<file path="config.mk">
export PLATFORM = sky130hd
export DESIGN_NAME = vca_top
export DESIGN_NICKNAME = d
export VERILOG_FILES = /design/src/verilog/vca_pkg.sv /design/src/verilog/vca_travel.sv /design/src/verilog/vca_counter_pair.sv /design/src/verilog/vca_top.sv
export SDC_FILE = /design/constraint.sdc
export NUM_CORES = 1
export LEC_CHECK = 0
export BUFFER_PORTS_ARGS = -buffer_cell sky130_fd_sc_hd__clkbuf_2
export CORE_AREA = 3 3 145 147
export DETAILED_ROUTE_END_ITERATION = 10
export DIE_AREA = 0 0 148 150
export PLACE_DENSITY_LB_ADDON = 0.08
export REMOVE_ABC_BUFFERS = 1
export SLEW_MARGIN = 20
export SYNTH_ARGS = -nofsm -noshare
export SYNTH_HDL_FRONTEND = slang
export SYNTH_SLANG_ARGS = --single-unit
</file>
<file path="constraint.sdc">
create_clock -name pclk -period 5.2 [get_ports pclk]
set_input_delay 1.3 -clock pclk [delete_from_list [all_inputs] [get_ports pclk]]
set_output_delay 1.3 -clock pclk [all_outputs]
set_load 0.05 [all_outputs]
</file>
<file path="src/verilog/vca_pkg.sv">
// package for the valve cycle counting and position adaptation block
// assumes positions are unsigned percent values, 0 to 100
package vca_pkg;
    // apb register byte offsets
    localparam logic [11:0] VCA_CTRL_OFF = 12'h000;
    localparam logic [11:0] VCA_MAXPOS_OFF = 12'h004;
    localparam logic [11:0] VCA_OFFSET_OFF = 12'h008;
    localparam logic [11:0] VCA_TGT_IN_OFF = 12'h00C;
    localparam logic [11:0] VCA_TGT_USED_OFF = 12'h010;
    localparam logic [11:0] VCA_ACT_REAL_OFF = 12'h014;
    localparam logic [11:0] VCA_ACT_ADPT_OFF = 12'h018;
    localparam logic [11:0] VCA_ACT_RPT_OFF = 12'h01C;
    localparam logic [11:0] VCA_STAT_OFF = 12'h020;
    localparam logic [11:0] VCA_CC_OFF = 12'h024;
    localparam logic [11:0] VCA_CC_TOT_OFF = 12'h028;
    localparam logic [11:0] VCA_IC_OFF = 12'h02C;
    localparam logic [11:0] VCA_IC_TOT_OFF = 12'h030;
    localparam logic [11:0] VCA_CLR_OFF = 12'h034;
    // control register fields
    localparam int VCA_CTRL_RST_EN = 0;
    localparam int VCA_CTRL_ADP_EN = 1;
    localparam int VCA_CTRL_RPT_ADP = 2;
    // clear register fields (write one to clear)
    localparam int VCA_CLR_CC = 0;
    localparam int VCA_CLR_IC = 1;
    // position scale
    localparam logic [7:0] VCA_FULL_OPEN = 8'h64;
    localparam logic [8:0] VCA_CYCLE_TRAVEL = 9'h0C8;
    // reset values
    localparam logic [7:0] VCA_MAXPOS_RST = 8'h64;
    localparam logic [7:0] VCA_OFFSET_RST = 8'h00;
    // position state
    typedef enum logic [1:0] {VCA_POS_CLOSED, VCA_POS_MID, VCA_POS_OPEN} vca_pos_t;
endpackage

</file>
<file path="src/verilog/vca_travel.sv">
// travel accumulator: adds the size of every position step, one pulse per cycle
// assumes the measured position is synchronous to pclk
`timescale 1ns/10ps
`default_nettype none
module vca_travel (
    // clock and reset
    input wire logic pclk,
    input wire logic presetn,
    // measured position
    input wire logic [7:0] pos,
    // one full control cycle done
    output logic cycle_done
);
    import vca_pkg::*;
    logic [7:0] last_pos; // position at previous edge
    logic [8:0] acc; // accumulated travel
    logic [7:0] step; // size of this step
    logic [9:0] next_acc; // travel including this step

    // magnitude of movement, both directions count
    always_comb begin
        step = (pos >= last_pos) ? pos - last_pos : last_pos - pos;
        next_acc = {1'b0, acc} + {2'b00, step};
    end

    // remember previous position
    always_ff @(posedge pclk or negedge presetn) begin
        if (!presetn) begin
            last_pos <= 8'h00;
        end else begin
            last_pos <= pos;
        end
    end

    // accumulate; keep remainder past 200 percent
    always_ff @(posedge pclk or negedge presetn) begin
        if (!presetn) begin
            acc <= 9'h000;
            cycle_done <= 1'b0;
        end else if (next_acc >= {1'b0, VCA_CYCLE_TRAVEL}) begin
            acc <= 9'(next_acc - {1'b0, VCA_CYCLE_TRAVEL});
            cycle_done <= 1'b1;
        end else begin
            acc <= next_acc[8:0];
            cycle_done <= 1'b0;
        end
    end

    a_travel_pulse: assert property (@(posedge pclk) disable iff (!presetn)
        cycle_done |-> $past(next_acc) >= 10'h0C8)
        else $error("cycle pulse without full travel");
endmodule
`default_nettype wire

</file>
<file path="src/verilog/vca_counter_pair.sv">
// service counter plus lifetime total; only the service one clears
// assumes inc and clr are one-cycle pulses
`timescale 1ns/10ps
`default_nettype none
module vca_counter_pair #(
    parameter int WIDTH = 32
) (
    // clock and reset
    input wire logic pclk,
    input wire logic presetn,
    // events
    input wire logic inc,
    input wire logic clr,
    // counts
    output logic [WIDTH-1:0] service,
    output logic [WIDTH-1:0] total
);
    initial begin
        if (WIDTH < 1 || WIDTH > 32) $error("vca_counter_pair: WIDTH out of range");
    end

    // service counter, clear together with increment loads one so no event is lost
    always_ff @(posedge pclk or negedge presetn) begin
        if (!presetn) begin
            service <= '0;
        end else if (inc) begin
            service <= clr ? WIDTH'(1) : service + WIDTH'(1);
        end else if (clr) begin
            service <= '0;
        end
    end

    // lifetime total, no clear input at all
    always_ff @(posedge pclk or negedge presetn) begin
        if (!presetn) begin
            total <= '0;
        end else if (inc) begin
            total <= total + WIDTH'(1);
        end
    end

    a_total_noclr: assert property (@(posedge pclk) disable iff (!presetn)
        clr && !inc |=> total == $past(total))
        else $error("lifetime total changed on clear");
endmodule
`default_nettype wire

</file>
<file path="src/verilog/vca_top.sv">
// valve position bookkeeping: cycle counters, restriction, offset adaptation
// assumes an apb master on pclk and drive position inputs synchronous to pclk
// Function
// - accumulate travel magnitude; cycle equals 200 percent
// - full cycle increments counter, keeps the remainder past 200 percent
// - service counters clear on request independently
// - lifetime control total never clears
// - lifetime isolation total never clears
// - isolation counts on not-isolated to isolated
// - isolation counting only in isolation variants
// - restriction caps motion at maximum position
// - limit every target; flag restriction active
// - adaptation mode is offset only
// - driven target equals received plus offset
// - adapted actual equals real minus offset
// - reporting mode selects real or adapted
// - report position state and isolation state
//
// The address map and the APB register port were chosen for this implementation.
`timescale 1ns/10ps
`default_nettype none
module vca_top #(
    parameter bit HAS_ISOLATION = 1'b1, // variant provides isolation function
    parameter int CNT_WIDTH = 32 // counter width
) (
    // apb clock and reset
    input wire logic pclk,
    input wire logic presetn,
    // apb slave
    input wire logic psel,
    input wire logic penable,
    input wire logic pwrite,
    input wire logic [11:0] paddr,
    input wire logic [31:0] pwdata,
    input wire logic [3:0] pstrb,
    output logic [31:0] prdata,
    output logic pready,
    output logic pslverr,
    // targets from pressure controller
    input wire logic pc_target_valid,
    input wire logic [7:0] pc_target,
    // valve drive
    input wire logic [7:0] real_pos,
    input wire logic isolated,
    output logic [7:0] target_used,
    output logic [7:0] actual_pos,
    output logic [1:0] pos_state,
    output logic restrict_active
);
    import vca_pkg::*;

    initial begin
        if (CNT_WIDTH < 1 || CNT_WIDTH > 32) $error("vca_top: CNT_WIDTH out of range");
    end

    // configuration registers
    logic rst_en; // restriction enable
    logic adp_en; // adaptation enable
    logic rpt_adp; // report adapted position
    logic [7:0] max_pos; // restriction maximum
    logic [7:0] offset; // adaptation offset
    logic [7:0] target_in; // nominal target from host or controller
    // bus decode
    logic wr_en; // write access phase
    logic rd_en; // read access phase
    logic addr_ok; // mapped address
    logic clr_cc; // clear control service counter
    logic clr_ic; // clear isolation service counter
    // datapath
    logic [8:0] sum_target; // target plus offset
    logic [7:0] sat_target; // saturated to full open
    logic [7:0] next_target; // restricted target
    logic next_restrict; // limiting applies
    logic [7:0] adapted_pos; // real minus offset
    // counters
    logic cycle_done; // travel completed one cycle
    logic iso_last; // isolation state last edge
    logic iso_inc; // seal compression event
    logic [CNT_WIDTH-1:0] cc_svc;
    logic [CNT_WIDTH-1:0] cc_tot;
    logic [CNT_WIDTH-1:0] ic_svc;
    logic [CNT_WIDTH-1:0] ic_tot;

    // one-word mapped check, used by read and write sides
    function automatic logic is_mapped(input logic [11:0] a);
        is_mapped = (a[1:0] == 2'b00) && (a <= VCA_CLR_OFF);
    endfunction

    // apb answers in the first access cycle
    always_comb begin
        pready = 1'b1;
        addr_ok = is_mapped(paddr);
        wr_en = psel && penable && pwrite;
        rd_en = psel && penable && !pwrite;
        pslverr = psel && penable && !addr_ok;
        clr_cc = wr_en && (paddr == VCA_CLR_OFF) && pstrb[0] && pwdata[VCA_CLR_CC];
        clr_ic = wr_en && (paddr == VCA_CLR_OFF) && pstrb[0] && pwdata[VCA_CLR_IC];
    end

    // control register
    always_ff @(posedge pclk or negedge presetn) begin
        if (!presetn) begin
            rst_en <= 1'b0;
            adp_en <= 1'b0;
            rpt_adp <= 1'b0;
        end else if (wr_en && paddr == VCA_CTRL_OFF && pstrb[0]) begin
            rst_en <= pwdata[VCA_CTRL_RST_EN];
            adp_en <= pwdata[VCA_CTRL_ADP_EN];
            rpt_adp <= pwdata[VCA_CTRL_RPT_ADP];
        end
    end

    // maximum position and offset, clamped to full open
    always_ff @(posedge pclk or negedge presetn) begin
        if (!presetn) begin
            max_pos <= VCA_MAXPOS_RST;
            offset <= VCA_OFFSET_RST;
        end else if (wr_en && pstrb[0]) begin
            if (paddr == VCA_MAXPOS_OFF) begin
                max_pos <= (pwdata[7:0] > VCA_FULL_OPEN) ? VCA_FULL_OPEN : pwdata[7:0];
            end
            if (paddr == VCA_OFFSET_OFF) begin
                offset <= (pwdata[7:0] > VCA_FULL_OPEN) ? VCA_FULL_OPEN : pwdata[7:0];
            end
        end
    end

    // nominal target: last write wins, bus over controller in the same cycle
    always_ff @(posedge pclk or negedge presetn) begin
        if (!presetn) begin
            target_in <= 8'h00;
        end else if (wr_en && paddr == VCA_TGT_IN_OFF && pstrb[0]) begin
            target_in <= pwdata[7:0];
        end else if (pc_target_valid) begin
            target_in <= pc_target;
        end
    end

    // offset, saturation, then restriction
    always_comb begin
        sum_target = {1'b0, target_in} + {1'b0, (adp_en ? offset : 8'h00)};
        sat_target = (sum_target > {1'b0, VCA_FULL_OPEN}) ? VCA_FULL_OPEN : sum_target[7:0];
        next_restrict = rst_en && (sat_target > max_pos);
        next_target = next_restrict ? max_pos : sat_target;
        adapted_pos = (real_pos > offset) ? real_pos - offset : 8'h00;
    end

    // registered drive outputs
    always_ff @(posedge pclk or negedge presetn) begin
        if (!presetn) begin
            target_used <= 8'h00;
            restrict_active <= 1'b0;
            actual_pos <= 8'h00;
        end else begin
            target_used <= next_target;
            restrict_active <= next_restrict;
            actual_pos <= (adp_en && rpt_adp) ? adapted_pos : real_pos;
        end
    end

    // position state from measured position
    always_ff @(posedge pclk or negedge presetn) begin
        if (!presetn) begin
            pos_state <= VCA_POS_CLOSED;
        end else if (real_pos == 8'h00) begin
            pos_state <= VCA_POS_CLOSED;
        end else if (real_pos >= VCA_FULL_OPEN) begin
            pos_state <= VCA_POS_OPEN;
        end else begin
            pos_state <= VCA_POS_MID;
        end
    end

    // isolation edge detect, only in isolation variants
    always_ff @(posedge pclk or negedge presetn) begin
        if (!presetn) begin
            iso_last <= 1'b0;
        end else begin
            iso_last <= isolated;
        end
    end
    assign iso_inc = HAS_ISOLATION && isolated && !iso_last;

    // control cycle travel accumulation
    vca_travel u_travel (
        .pclk(pclk),
        .presetn(presetn),
        .pos(real_pos),
        .cycle_done(cycle_done)
    );

    // control cycle counters
    vca_counter_pair #(.WIDTH(CNT_WIDTH)) u_cc (
        .pclk(pclk),
        .presetn(presetn),
        .inc(cycle_done),
        .clr(clr_cc),
        .service(cc_svc),
        .total(cc_tot)
    );

    // isolation cycle counters
    vca_counter_pair #(.WIDTH(CNT_WIDTH)) u_ic (
        .pclk(pclk),
        .presetn(presetn),
        .inc(iso_inc),
        .clr(clr_ic),
        .service(ic_svc),
        .total(ic_tot)
    );

    // read mux
    always_comb begin
        prdata = 32'h0000_0000;
        if (rd_en && addr_ok) begin
            unique case (paddr)
                VCA_CTRL_OFF: prdata = {29'h0, rpt_adp, adp_en, rst_en};
                VCA_MAXPOS_OFF: prdata = {24'h00_0000, max_pos};
                VCA_OFFSET_OFF: prdata = {24'h00_0000, offset};
                VCA_TGT_IN_OFF: prdata = {24'h00_0000, target_in};
                VCA_TGT_USED_OFF: prdata = {24'h00_0000, target_used};
                VCA_ACT_REAL_OFF: prdata = {24'h00_0000, real_pos};
                VCA_ACT_ADPT_OFF: prdata = {24'h00_0000, adapted_pos};
                VCA_ACT_RPT_OFF: prdata = {24'h00_0000, actual_pos};
                VCA_STAT_OFF: prdata = {28'h000_0000, restrict_active, isolated, pos_state};
                VCA_CC_OFF: prdata = 32'(cc_svc);
                VCA_CC_TOT_OFF: prdata = 32'(cc_tot);
                VCA_IC_OFF: prdata = 32'(ic_svc);
                VCA_IC_TOT_OFF: prdata = 32'(ic_tot);
                default: prdata = 32'h0000_0000;
            endcase
        end
    end

    a_restrict_cap: assert property (@(posedge pclk) disable iff (!presetn)
        $past(rst_en) |-> target_used <= $past(max_pos))
        else $error("target above maximum while restricted");
    a_full_open: assert property (@(posedge pclk) disable iff (!presetn)
        target_used <= 8'h64)
        else $error("target beyond full open");
    a_offset_add: assert property (@(posedge pclk) disable iff (!presetn)
        $past(adp_en) && !$past(rst_en) && ($past(target_in) + $past(offset) <= 100)
        |-> target_used == $past(target_in) + $past(offset))
        else $error("target used not input plus offset");
    a_report_adpt: assert property (@(posedge pclk) disable iff (!presetn)
        $past(adp_en) && $past(rpt_adp) && $past(real_pos) >= $past(offset)
        |-> actual_pos == $past(real_pos) - $past(offset))
        else $error("adapted position wrong");
    a_report_real: assert property (@(posedge pclk) disable iff (!presetn)
        !$past(rpt_adp) |-> actual_pos == $past(real_pos))
        else $error("real position not reported");
    a_iso_count: assert property (@(posedge pclk) disable iff (!presetn)
        HAS_ISOLATION && $rose(isolated) |=> ic_tot == $past(ic_tot) + 1'b1)
        else $error("isolation total missed seal event");
    a_iso_hold: assert property (@(posedge pclk) disable iff (!presetn)
        !iso_inc |=> ic_tot == $past(ic_tot))
        else $error("isolation total moved without event");
    a_cc_clear: assert property (@(posedge pclk) disable iff (!presetn)
        clr_cc && !cycle_done |=> cc_svc == 0 && cc_tot == $past(cc_tot))
        else $error("control service clear wrong");
    a_cc_count: assert property (@(posedge pclk) disable iff (!presetn)
        cycle_done |=> cc_tot == $past(cc_tot) + 1'b1)
        else $error("control total missed cycle");
endmodule
`default_nettype wire

</file>
==> flow_metrics.tcl, run 1 <==
set metrics [dict create \
    netlist_top_cells_count "dfrtp_1 (190), nor2_1 (132), nand2_1 (109)" \
    yosys.area.top_type "dfrtp_1" \
    place_hpwl_um 22300 \
    synth.most_common_cell "dfrtp_1" \
    holdBufCountCts 0 \
    overflow 0 \
    synth_compound_area_frac 0.143 \
    wl_per_cell_um 18.0 \
    setup-violations-final 0 \
    synth_area_mm2 0.0117 \
    wl_um 30000 \
    clk_path_buf_depth 2 \
    async_flop_share 1.00 \
    cpMostUsedCell "a21o_1" \
    die_area_mm2 0.0222 \
    critPathKind "in -> out" \
    num_antenna_cells 0 \
    pin_count 124 \
    placementRows 52 \
    arrival_ps 3760 \
    fin_skew_ps 11.0 \
    cts_buffers 17 \
    netlist_instances 1259 \
    clock_sinks 193 \
    synth_warnings 0 \
    syn_to_final_growth_pct 18.9 \
    dp_cells 1638 \
    synth-main-ff-cell "dfrtp_1" \
    synth_area_leaders "dfrtp_1 (41%), xnor2_1 (6.2%), ha_1 (5.6%), xor2_1 (4.6%), nor2_1 (4.2%)" \
    vias_per_cell 5.86 \
    synth_top_family_by_area "simple AND/OR/NAND/NOR gates" \
    cp_slowest_cell "fa_2" \
    clkTransAtPathRegs_ps 70 \
    max-slew-margin-rel 0.442 \
    pre_cts_slack_ps -233 \
    maxCapViolCount 0 \
    reg2reg_from "adp_en" \
    crit_path_max_fanout 3 \
    drv_slew 0 \
    max_stage_delay_ps 350 \
    r2r_cells 19 \
    grt_first_pass_wirelength_um 49200 \
    critical_path.endpoint "prdata[3]" \
    cp_cell_sequence "clkbuf_2, inv_2, buf_4, ha_1, inv_1, fa_2, a21o_1, a21o_1, a221oi_2, a21oi_2, and2_4, a222oi_1, nor2_1, buf_6" \
    vias 9784 \
    clock.fmax_mhz 198 \
    drtAntennaViolNets 0 \
    htree_num_levels 4 \
    cts_tree "done" \
    p_per_area_mw_per_mm2 364 \
    finish.utilization 0.694 \
    setup_ws_ps 139 \
    synth-seq-area-share 0.413 \
    final.period_utilization 0.973 \
    start_kind "primary input" \
    path_depth 14 \
    grt_pass1_vias 9604 \
    initial_core_util 0.584 \
    end_kind "primary output" \
    synth-simple-area-share 0.194 \
    reg2reg_to "target_used[4]" \
    hp-start "u_ic.total[31]" \
    layout-drive-gt1-share 0.172 \
    antenna_found_initial 0 \
    worstMarginPinSlew_ps 837 \
    rsz0062_at_grt "true" \
    peakVddDrop_mv 0.213 \
    required_ps 3900 \
    leakage_nw 6.03 \
    port_buffers 95 \
    synth-xor-area-share 0.108 \
    cts_root_buf "clkbuf_16" \
    core-area_mm2 0.0200 \
    synth_top_area_share 0.407 \
    grtUsageTotal 0.279 \
    r2r_slack_ps 930 \
    fp.dieW_um 148 \
    syn_area_per_cell_um2 9.29 \
    clk_latency_ps 440 \
    status "finished clean" \
    drc_errors 0 \
    hold_violations 0 \
    synth_fa_ha_area_frac 0.0642 \
    ys_types 78 \
    drt_iter0_drc 731 \
    fin_nets 1516 \
    path_buf_inv 5 \
    synthMuxAreaShare 0.0422 \
    grt_start_max_net_pins 101 \
    dieHeight_um 150 \
    gp_congestion 0.949 \
    min_path_type "reg -> reg" \
    min_period_ps 5060 \
    cp-startpoint "real_pos[0]" \
    synth_edf_count 0 \
    crit_family "compound AO/OA/AOI/OAI gates" \
    synth.ff_latch_count 193 \
    first_pass_iters 5 \
    final_cells 1671 \
]
[power by group]
| part | internal [W] | switching [W] |
|---|---|---|
| logic | 0.000794 | 0.000810 |
| registers | 0.00175 | 0.000297 |
| clock network | 0.000775 | 0.000635 |
| total | 0.00332 | 0.00174 |
[kinds of logic after synthesis]
group / Yosys count
xor gates and xnor gates: 144
other: 2
buffers and inverters: 106
AOI/OAI and AO/OA: 259
and+or+nand+nor: 454
DFF: 193
adders and majority gates: 57
muxes: 44
[layout make-up]
type	instances	area (µm²)
flip-flops and latches	193	4830
multi-input cells	960	6480
clock inverters	14	193
well taps	270	338
clock buffers	18	429
inverters	58	218
fillers	1582	6130
repair buffers	158	1420
[sequential cells by signal (all words and copies together) (netlist names)]
| register | cells |
|---|---|
| target_used | 8 |
| u_travel.cycle_done | 1 |
| u_ic.service | 32 |
| pos_state | 2 |
| actual_pos | 8 |
| u_cc.service | 32 |
| max_pos | 8 |
| rst_en | 1 |
| u_cc.total | 32 |
| offset | 8 |
| adp_en | 1 |
| iso_last | 1 |
| rpt_adp | 1 |
| target_in | 8 |
| u_ic.total | 32 |
| u_travel.acc | 9 |
| u_travel.last_pos | 8 |
| restrict_active | 1 |
[worst min path at each step]
stage          cells past startpoint  slack (ps)        endpoint
2_1_floorplan                      1         440  u_ic.total[31]
3_3_place_gp                       1         460  u_ic.total[31]
3_5_place_dp                       1         460  u_ic.total[31]
4_1_cts                            1         480  u_ic.total[31]
5_1_grt                            1         500  u_ic.total[31]
6_report                           1         480  u_ic.total[31]
[layer usage]
| layer | vias to the layer above | global-route usage | routed length [µm] |
|---|---|---|---|
| met5 | - | 0 | 0 |
| met4 | 0 | 0.0924 | 705 |
| met3 | 50 | 0.0418 | 1650 |
| met2 | 283 | 0.438 | 13900 |
| met1 | 4756 | 0.399 | 13800 |
| li1 | 4695 | - | - |
[placed cells by master, fill, tap and decap left out, types with 4 or more instances in the layout]
| cell | Yosys | final |
|---|---|---|
| or3_1 | 8 | 8 |
| nor2_1 | 132 | 130 |
| xnor2_1 | 83 | 83 |
| a21oi_1 | 68 | 67 |
| nor2b_1 | 16 | 16 |
| a22oi_1 | 57 | 57 |
| a21o_1 | 10 | 10 |
| and4_1 | 7 | 7 |
| mux2_2 | 12 | 12 |
| nand2_1 | 109 | 109 |
| mux2i_1 | 29 | 29 |
| nor2_2 | 2 | 4 |
| o21a_1 | 6 | 6 |
| and2_1 | 15 | 15 |
| inv_6 | 0 | 5 |
| a32oi_1 | 4 | 4 |
| a221oi_1 | 5 | 4 |
| clkbuf_16 | 0 | 17 |
| xor2_1 | 61 | 61 |
| nand4_1 | 29 | 29 |
| or2_2 | 6 | 6 |
| o21ai_0 | 52 | 52 |
| o21bai_1 | 7 | 7 |
| buf_12 | 0 | 30 |
| nor4_1 | 6 | 6 |
| buf_4 | 1 | 61 |
| and3_1 | 18 | 18 |
| nand3_1 | 61 | 61 |
| o31ai_1 | 7 | 7 |
| fa_1 | 5 | 4 |
| a31oi_1 | 9 | 9 |
| dfrtp_1 | 190 | 190 |
| inv_1 | 58 | 57 |
| ha_1 | 52 | 52 |
| nand2b_1 | 7 | 7 |
| nor3_1 | 16 | 16 |
| clkbuf_2 | 0 | 64 |
[through the flow]
| step | hold slack (ps) | instance area (µm²) | power (W) | setup TNS (ps) |
|---|---|---|---|---|
| 2_1_floorplan | 442 | 11500 | 0.00306 | 0 |
| 3_3_place_gp | 459 | 13200 | 0.00360 | -991 |
| 3_5_place_dp | 462 | 13200 | 0.00366 | -1380 |
| 4_1_cts | 476 | 13900 | 0.00508 | 0 |
| 5_1_grt | 500 | 13900 | 0.00538 | -59.3 |
| 6_report | 480 | 13900 | 0.00506 | 0 |
[timing repair]
| item | CTS | global route |
|---|---|---|
| pin swaps | 0 | 4 |
| setup buffers | 0 | 1 |
| gates resized for setup | 5 | 8 |
| gates cloned | 0 | 0 |
| setup endpoints to repair | 2 | 11 |
Power figures use the tool's default switching activity.
==> run 2: changes to the inputs <==
--- a/config.mk
+++ b/config.mk
@@ -6,9 +6,9 @@
 export NUM_CORES = 1
 export LEC_CHECK = 0
 export BUFFER_PORTS_ARGS = -buffer_cell sky130_fd_sc_hd__clkbuf_2
-export CORE_AREA = 3 3 145 147
+export CORE_AREA = 5 5 147 149
 export DETAILED_ROUTE_END_ITERATION = 10
-export DIE_AREA = 0 0 148 150
+export DIE_AREA = 0 0 152 154
 export PLACE_DENSITY_LB_ADDON = 0.08
 export REMOVE_ABC_BUFFERS = 1
 export SLEW_MARGIN = 20
==> flow_metrics.tcl, run 2 (synthesis results as in run 1) <==
set metrics [dict create \
    status "finished clean" \
    p_sw_frac 0.345 \
    hp-start "u_cc.total[31]" \
    dp_cells 1629 \
    clk_latency_ps 430 \
    first_pass_iters 5 \
    die_area_mm2 0.0234 \
    multiInputGateArea_mm2 0.00649 \
    fillCellCount 1608 \
    min_path_type "reg -> reg" \
    gp_congestion 0.937 \
    comb_power_share 0.318 \
    htree_num_levels 4 \
    drt_iter0_drc 670 \
    drtAntennaViolNets 0 \
    start_kind "primary input" \
    grt_first_pass_wirelength_um 49700 \
    r2r_slack_ps 1030 \
    mostFrequentLayoutCells "dfrtp_1 (190), nor2_1 (129), nand2_1 (109), xnor2_1 (83), a21oi_1 (68)" \
    finish.utilization 0.689 \
    cp-startpoint "real_pos[0]" \
    final_common_cell "dfrtp_1" \
    fp.dieW_um 152 \
    clkTransAtPathRegs_ps 70 \
    drv_slew 0 \
    vias_per_cell 5.93 \
    hold_violations 0 \
    reg2reg_from "u_travel.last_pos[0]" \
    finalPower_w 0.00495 \
    peakVddDrop_mv 0.260 \
    num_antenna_cells 0 \
    pre_cts_slack_ps -292 \
    critPathKind "in -> out" \
    required_ps 3900 \
    wl_um 30300 \
    leakage_nw 5.98 \
    max_stage_delay_ps 350 \
    clock.fmax_mhz 197 \
    holdBufCountCts 0 \
    p_int_w 0.00324 \
    crit_path_max_fanout 3 \
    cp_slowest_cell "fa_2" \
    initial_core_util 0.584 \
    pin_count 124 \
    syn_to_final_growth_pct 18.1 \
    grt_start_max_net_pins 111 \
    grtUsageTotal 0.259 \
    clock_sinks 193 \
    place_hpwl_um 22800 \
    vias 9849 \
    antenna_found_initial 0 \
    overflow 0 \
    cts_root_buf "clkbuf_16" \
    final_cells 1662 \
    cts_buffers 17 \
    holdWs_ps 478 \
    setup-violations-final 0 \
    final.period_utilization 0.976 \
    min_period_ps 5080 \
    drc_errors 0 \
    wl_per_cell_um 18.2 \
    clk_path_buf_depth 2 \
    arrival_ps 3780 \
    cts_tree "done" \
    worstMarginPinSlew_ps 938 \
    max-slew-margin-rel 0.374 \
    layout-drive-gt1-share 0.166 \
    grt_pass1_vias 9759 \
    fin_skew_ps 9.29 \
    seqCellArea_mm2 0.00483 \
    switchingPower_w 0.00171 \
    port_buffers 95 \
    core-area_mm2 0.0200 \
    p_per_area_mw_per_mm2 359 \
    cp_cell_sequence "clkbuf_2, inv_1, buf_4, ha_1, inv_1, fa_2, a21o_1, a21o_1, a221oi_2, a21oi_1, and2_1, a222oi_1, nor2_1, buf_6" \
    setup_ws_ps 123 \
    pwr-share-seq 0.413 \
    fin_nets 1507 \
    maxCapViolCount 0 \
    placementRows 52 \
    end_kind "primary output" \
    p_clk_frac 0.269 \
    dieHeight_um 154 \
]
[run 2: changes by cell type in the layout (fill, tap and decap cells not counted), sizes merged]
cell	change
inv	-4
clkbuf	+2
buf	-8
clkinvlp	-1
bufinv	-1
clkinv	+3
[run 2: area by class of cell]
| cell class | count | share of cell area |
|---|---|---|
| multi-input cells | 960 | 0.470 |
| flip-flops and latches | 193 | 0.350 |
| clock buffers | 21 | 0.0333 |
| well taps | 270 | 0.0245 |
| repair buffers | 149 | 0.0973 |
| clock inverters | 11 | 0.00915 |
| inverters | 58 | 0.0158 |
[run 2: critical path: cells and delay by family]
family | cells | cell delay (ps)
buffers and inverters | 5 | 580
and+or+nand+nor | 2 | 330
AOI/OAI and AO/OA | 5 | 1060
adders and majority gates | 2 | 510
[run 2: final timing paths]
| check | cells past startpoint | end |
|---|---|---|
| max in group asynchronous | 2 | max_pos[5] |
| min reg2reg | 1 | u_cc.total[31] |
| max | 14 | prdata[3] |
| min in group asynchronous | 1 | u_travel.acc[1] |
| max reg2reg | 17 | u_travel.acc[4] |
| min | 1 | u_cc.total[31] |
[run 2: routing by layer]
metal / vias up / share of wire / global-route usage
li1: 4672 / - / -
met1: 4820 / 0.45 / 0.365
met2: 313 / 0.47 / 0.413
met3: 44 / 0.063 / 0.0472
met4: 0 / 0.020 / 0.0723
met5: - / 0 / 0
[run 2: what timing repair did]
action,CTS,global route
endpoints found under the setup margin,2,13
resized for setup,2,11
setup buffers,0,1
pin swaps,0,4
[run 2: per-stage QoR]
stage	area [µm²]	setup TNS [ps]
after global placement	13200	-733
after floorplan	11500	0
after detailed placement	13200	-1500
final	13800	0
after global routing	13800	-29.7
after CTS	13800	0
[run 2: power groups by stage]
stage / Clock, W / Sequential (W) / Combinational [W]
5_1_grt: 0.00140 / 0.00209 / 0.00176
4_1_cts: 0.00135 / 0.00204 / 0.00155
6_report: 0.00133 / 0.00205 / 0.00157
2_1_floorplan: 0 / 0.00201 / 0.00104
3_3_place_gp: 0 / 0.00206 / 0.00148
3_5_place_dp: 0 / 0.00206 / 0.00154
==> run 3: changes to the inputs <==
--- a/config.mk
+++ b/config.mk
@@ -5,12 +5,14 @@
 export SDC_FILE = /design/constraint.sdc
 export NUM_CORES = 1
 export LEC_CHECK = 0
+export ABC_AREA = 1
 export BUFFER_PORTS_ARGS = -buffer_cell sky130_fd_sc_hd__clkbuf_2
-export CORE_AREA = 5 5 147 149
+export CORE_AREA = 2 2 158 160
 export DETAILED_ROUTE_END_ITERATION = 10
-export DIE_AREA = 0 0 152 154
+export DIE_AREA = 0 0 160 162
 export PLACE_DENSITY_LB_ADDON = 0.08
 export REMOVE_ABC_BUFFERS = 1
+export SETUP_SLACK_MARGIN = 0.5
 export SLEW_MARGIN = 20
 export SYNTH_ARGS = -nofsm -noshare
 export SYNTH_HDL_FRONTEND = slang
==> flow_metrics.tcl, run 3 <==
set metrics [dict create \
    fillCellCount 2195 \
    fin_skew_ps 13.1 \
    multiInputGateArea_mm2 0.00793 \
    cp_cell_sequence "clkbuf_2, inv_1, ha_1, inv_1, fa_1, nand2_1, nand3_1, nand2_1, nand2_1, nand2_1, inv_2, nand2_1, nor2_1, nor2_1, nor2_1, buf_12" \
    grt_first_pass_wirelength_um 68600 \
    design_area_mm2 0.0160 \
    clk_latency_ps 450 \
    final.period_utilization 0.880 \
    grtUsageTotal 0.334 \
    p_int_w 0.00284 \
    wl_um 43000 \
    crit_path_max_fanout 8 \
    overflow 0 \
    placementRows 57 \
    clock.fmax_mhz 219 \
    final_common_cell "nand2_1" \
    netlist_instances 2103 \
    seqCellArea_mm2 0.00483 \
    core-area_mm2 0.0241 \
    synth_area_leaders "dfrtp_1 (34%), nand2_1 (15%), inv_1 (8.1%), nor2_1 (7.4%), nand3_1 (7.2%)" \
    pre_cts_slack_ps 293 \
    setup-violations-final 0 \
    yosys.area.top_type "dfrtp_1" \
    setup_ws_ps 625 \
    tns_ps 0 \
    critPathKind "in -> out" \
    worstMarginPinSlew_ps 1100 \
    maxCapViolCount 0 \
    cts_tree "done" \
    dp_cells 2493 \
    clock_sinks 193 \
    synth.most_common_cell "nand2_1" \
    synth-seq-area-share 0.342 \
    switchingPower_w 0.00191 \
    synth_edf_count 0 \
    grt_pass1_vias 13500 \
    peakVddDrop_mv 0.315 \
    final_cells 2527 \
    dpl_cell_area_mm2 0.0154 \
    layout-drive-gt1-share 0.0903 \
    fin_nets 2319 \
    async_flop_share 1.00 \
    cts_root_buf "clkbuf_16" \
    p_sw_frac 0.402 \
    synth_area_mm2 0.0141 \
    end_kind "primary output" \
    start_kind "primary input" \
    die_area_mm2 0.0259 \
    drc_errors 0 \
    fp.dieW_um 160 \
    mostFrequentLayoutCells "nand2_1 (547), inv_1 (305), nor2_1 (276), nand3_1 (202), dfrtp_1 (190)" \
    vias_per_cell 5.71 \
    r2r_slack_ps 1560 \
    place_hpwl_um 33500 \
    clkTransAtPathRegs_ps 70 \
    syn_area_per_cell_um2 6.72 \
    vias 14400 \
    cp_slowest_cell "fa_1" \
    leakage_nw 7.95 \
    p_per_area_mw_per_mm2 297 \
    pwr-share-seq 0.409 \
    clk_path_buf_depth 2 \
    drtAntennaViolNets 0 \
    required_ps 3900 \
    status "finished clean" \
    comb_power_share 0.317 \
    min_period_ps 4570 \
    dieHeight_um 162 \
    synth_warnings 0 \
    gp_congestion 0.975 \
    max-slew-margin-rel 0.266 \
    antenna_found_initial 2 \
    syn_to_final_growth_pct 13.3 \
    synth_top_area_share 0.336 \
    netlist_top_cells_count "nand2_1 (547), inv_1 (306), nor2_1 (279)" \
    hold_violations 0 \
    cts_buffers 17 \
    wl_per_cell_um 17.0 \
    p_clk_frac 0.273 \
    arrival_ps 3270 \
    ys_types 51 \
    first_pass_iters 7 \
    max_stage_delay_ps 420 \
    port_buffers 95 \
    drv_slew 0 \
    cpMostUsedCell "nand2_1" \
    finish.utilization 0.664 \
    grt_start_max_net_pins 105 \
    initial_core_util 0.586 \
    synth.ff_latch_count 193 \
    drt_iter0_drc 1451 \
    num_antenna_cells 0 \
    min_path_type "reg -> reg" \
    pin_count 124 \
    rsz0062_at_grt "false" \
    synth-main-ff-cell "dfrtp_1" \
    htree_num_levels 4 \
]
run 3: per-stage QoR:
stage	total power [W]	hold slack, ps
6_report	0.00475	486
5_1_grt	0.00505	491
4_1_cts	0.00475	487
3_5_place_dp	0.00347	471
3_3_place_gp	0.00341	464
2_1_floorplan	0.00301	456
run 3: final cells by class:
cell class,count,share of cell area
inverter,307,0.0720
clock buffer,19,0.0277
multi-input combinational,1556,0.495
tap,324,0.0253
timing repair buffer,116,0.0709
sequential,193,0.302
clock inverter,12,0.00727
run 3: power by group through the flow:
stage | sequential, W | clock, W | combinational (W)
floorplan | 0.00190 | 0 | 0.00110
global route | 0.00196 | 0.00136 | 0.00173
global placement | 0.00196 | 0 | 0.00144
finish | 0.00195 | 0.00130 | 0.00151
detailed placement | 0.00197 | 0 | 0.00150
CTS | 0.00194 | 0.00131 | 0.00150
run 3: timing repair:
item	in CTS	in global routing
pin swaps	0	2
buffers inserted	0	3
hold buffers	0	0
gates resized for setup	1	5
setup endpoints to repair	3	34
run 3: worst max-delay path: cells and delay by family:
family	cells	cell delay, ps
buf+inv	5	550
fa+ha+maj	2	570
simple gates	9	830
run 3: logic make-up (layout without fill, tap and decap cells):
family          Yosys count  count (layout)  synth area share
compound gates          199             199            0.0799
xor+xnor                 69              69            0.0428
other cells               2               2          0.000531
simple gates           1229            1229             0.383
buf+inv                 354             454            0.0984
fa+ha+maj                57              57            0.0531
flops                   193             193             0.342
run 3: routing by layer:
| layer | routed length (µm) | track usage | vias to the layer above |
|---|---|---|---|
| met5 | 13 | 0 | - |
| li1 | - | - | 7001 |
| met4 | 1420 | 0.116 | 2 |
| met1 | 18700 | 0.452 | 6743 |
| met2 | 19700 | 0.551 | 595 |
| met3 | 3090 | 0.0485 | 84 |
run 3: path summary, 6_finish.rpt:
| path | endpoint | startpoint | cells past startpoint |
|---|---|---|---|
| worst min-delay path | u_travel.acc[0] | u_travel.acc[0] | 1 |
| worst max register to register | target_used[3] | adp_en | 22 |
| min in group asynchronous | u_cc.service[26] | presetn | 1 |
| worst min register to register | u_travel.acc[0] | u_travel.acc[0] | 1 |
| max in group asynchronous | u_ic.service[15] | presetn | 2 |
| worst max-delay path | prdata[1] | real_pos[0] | 16 |
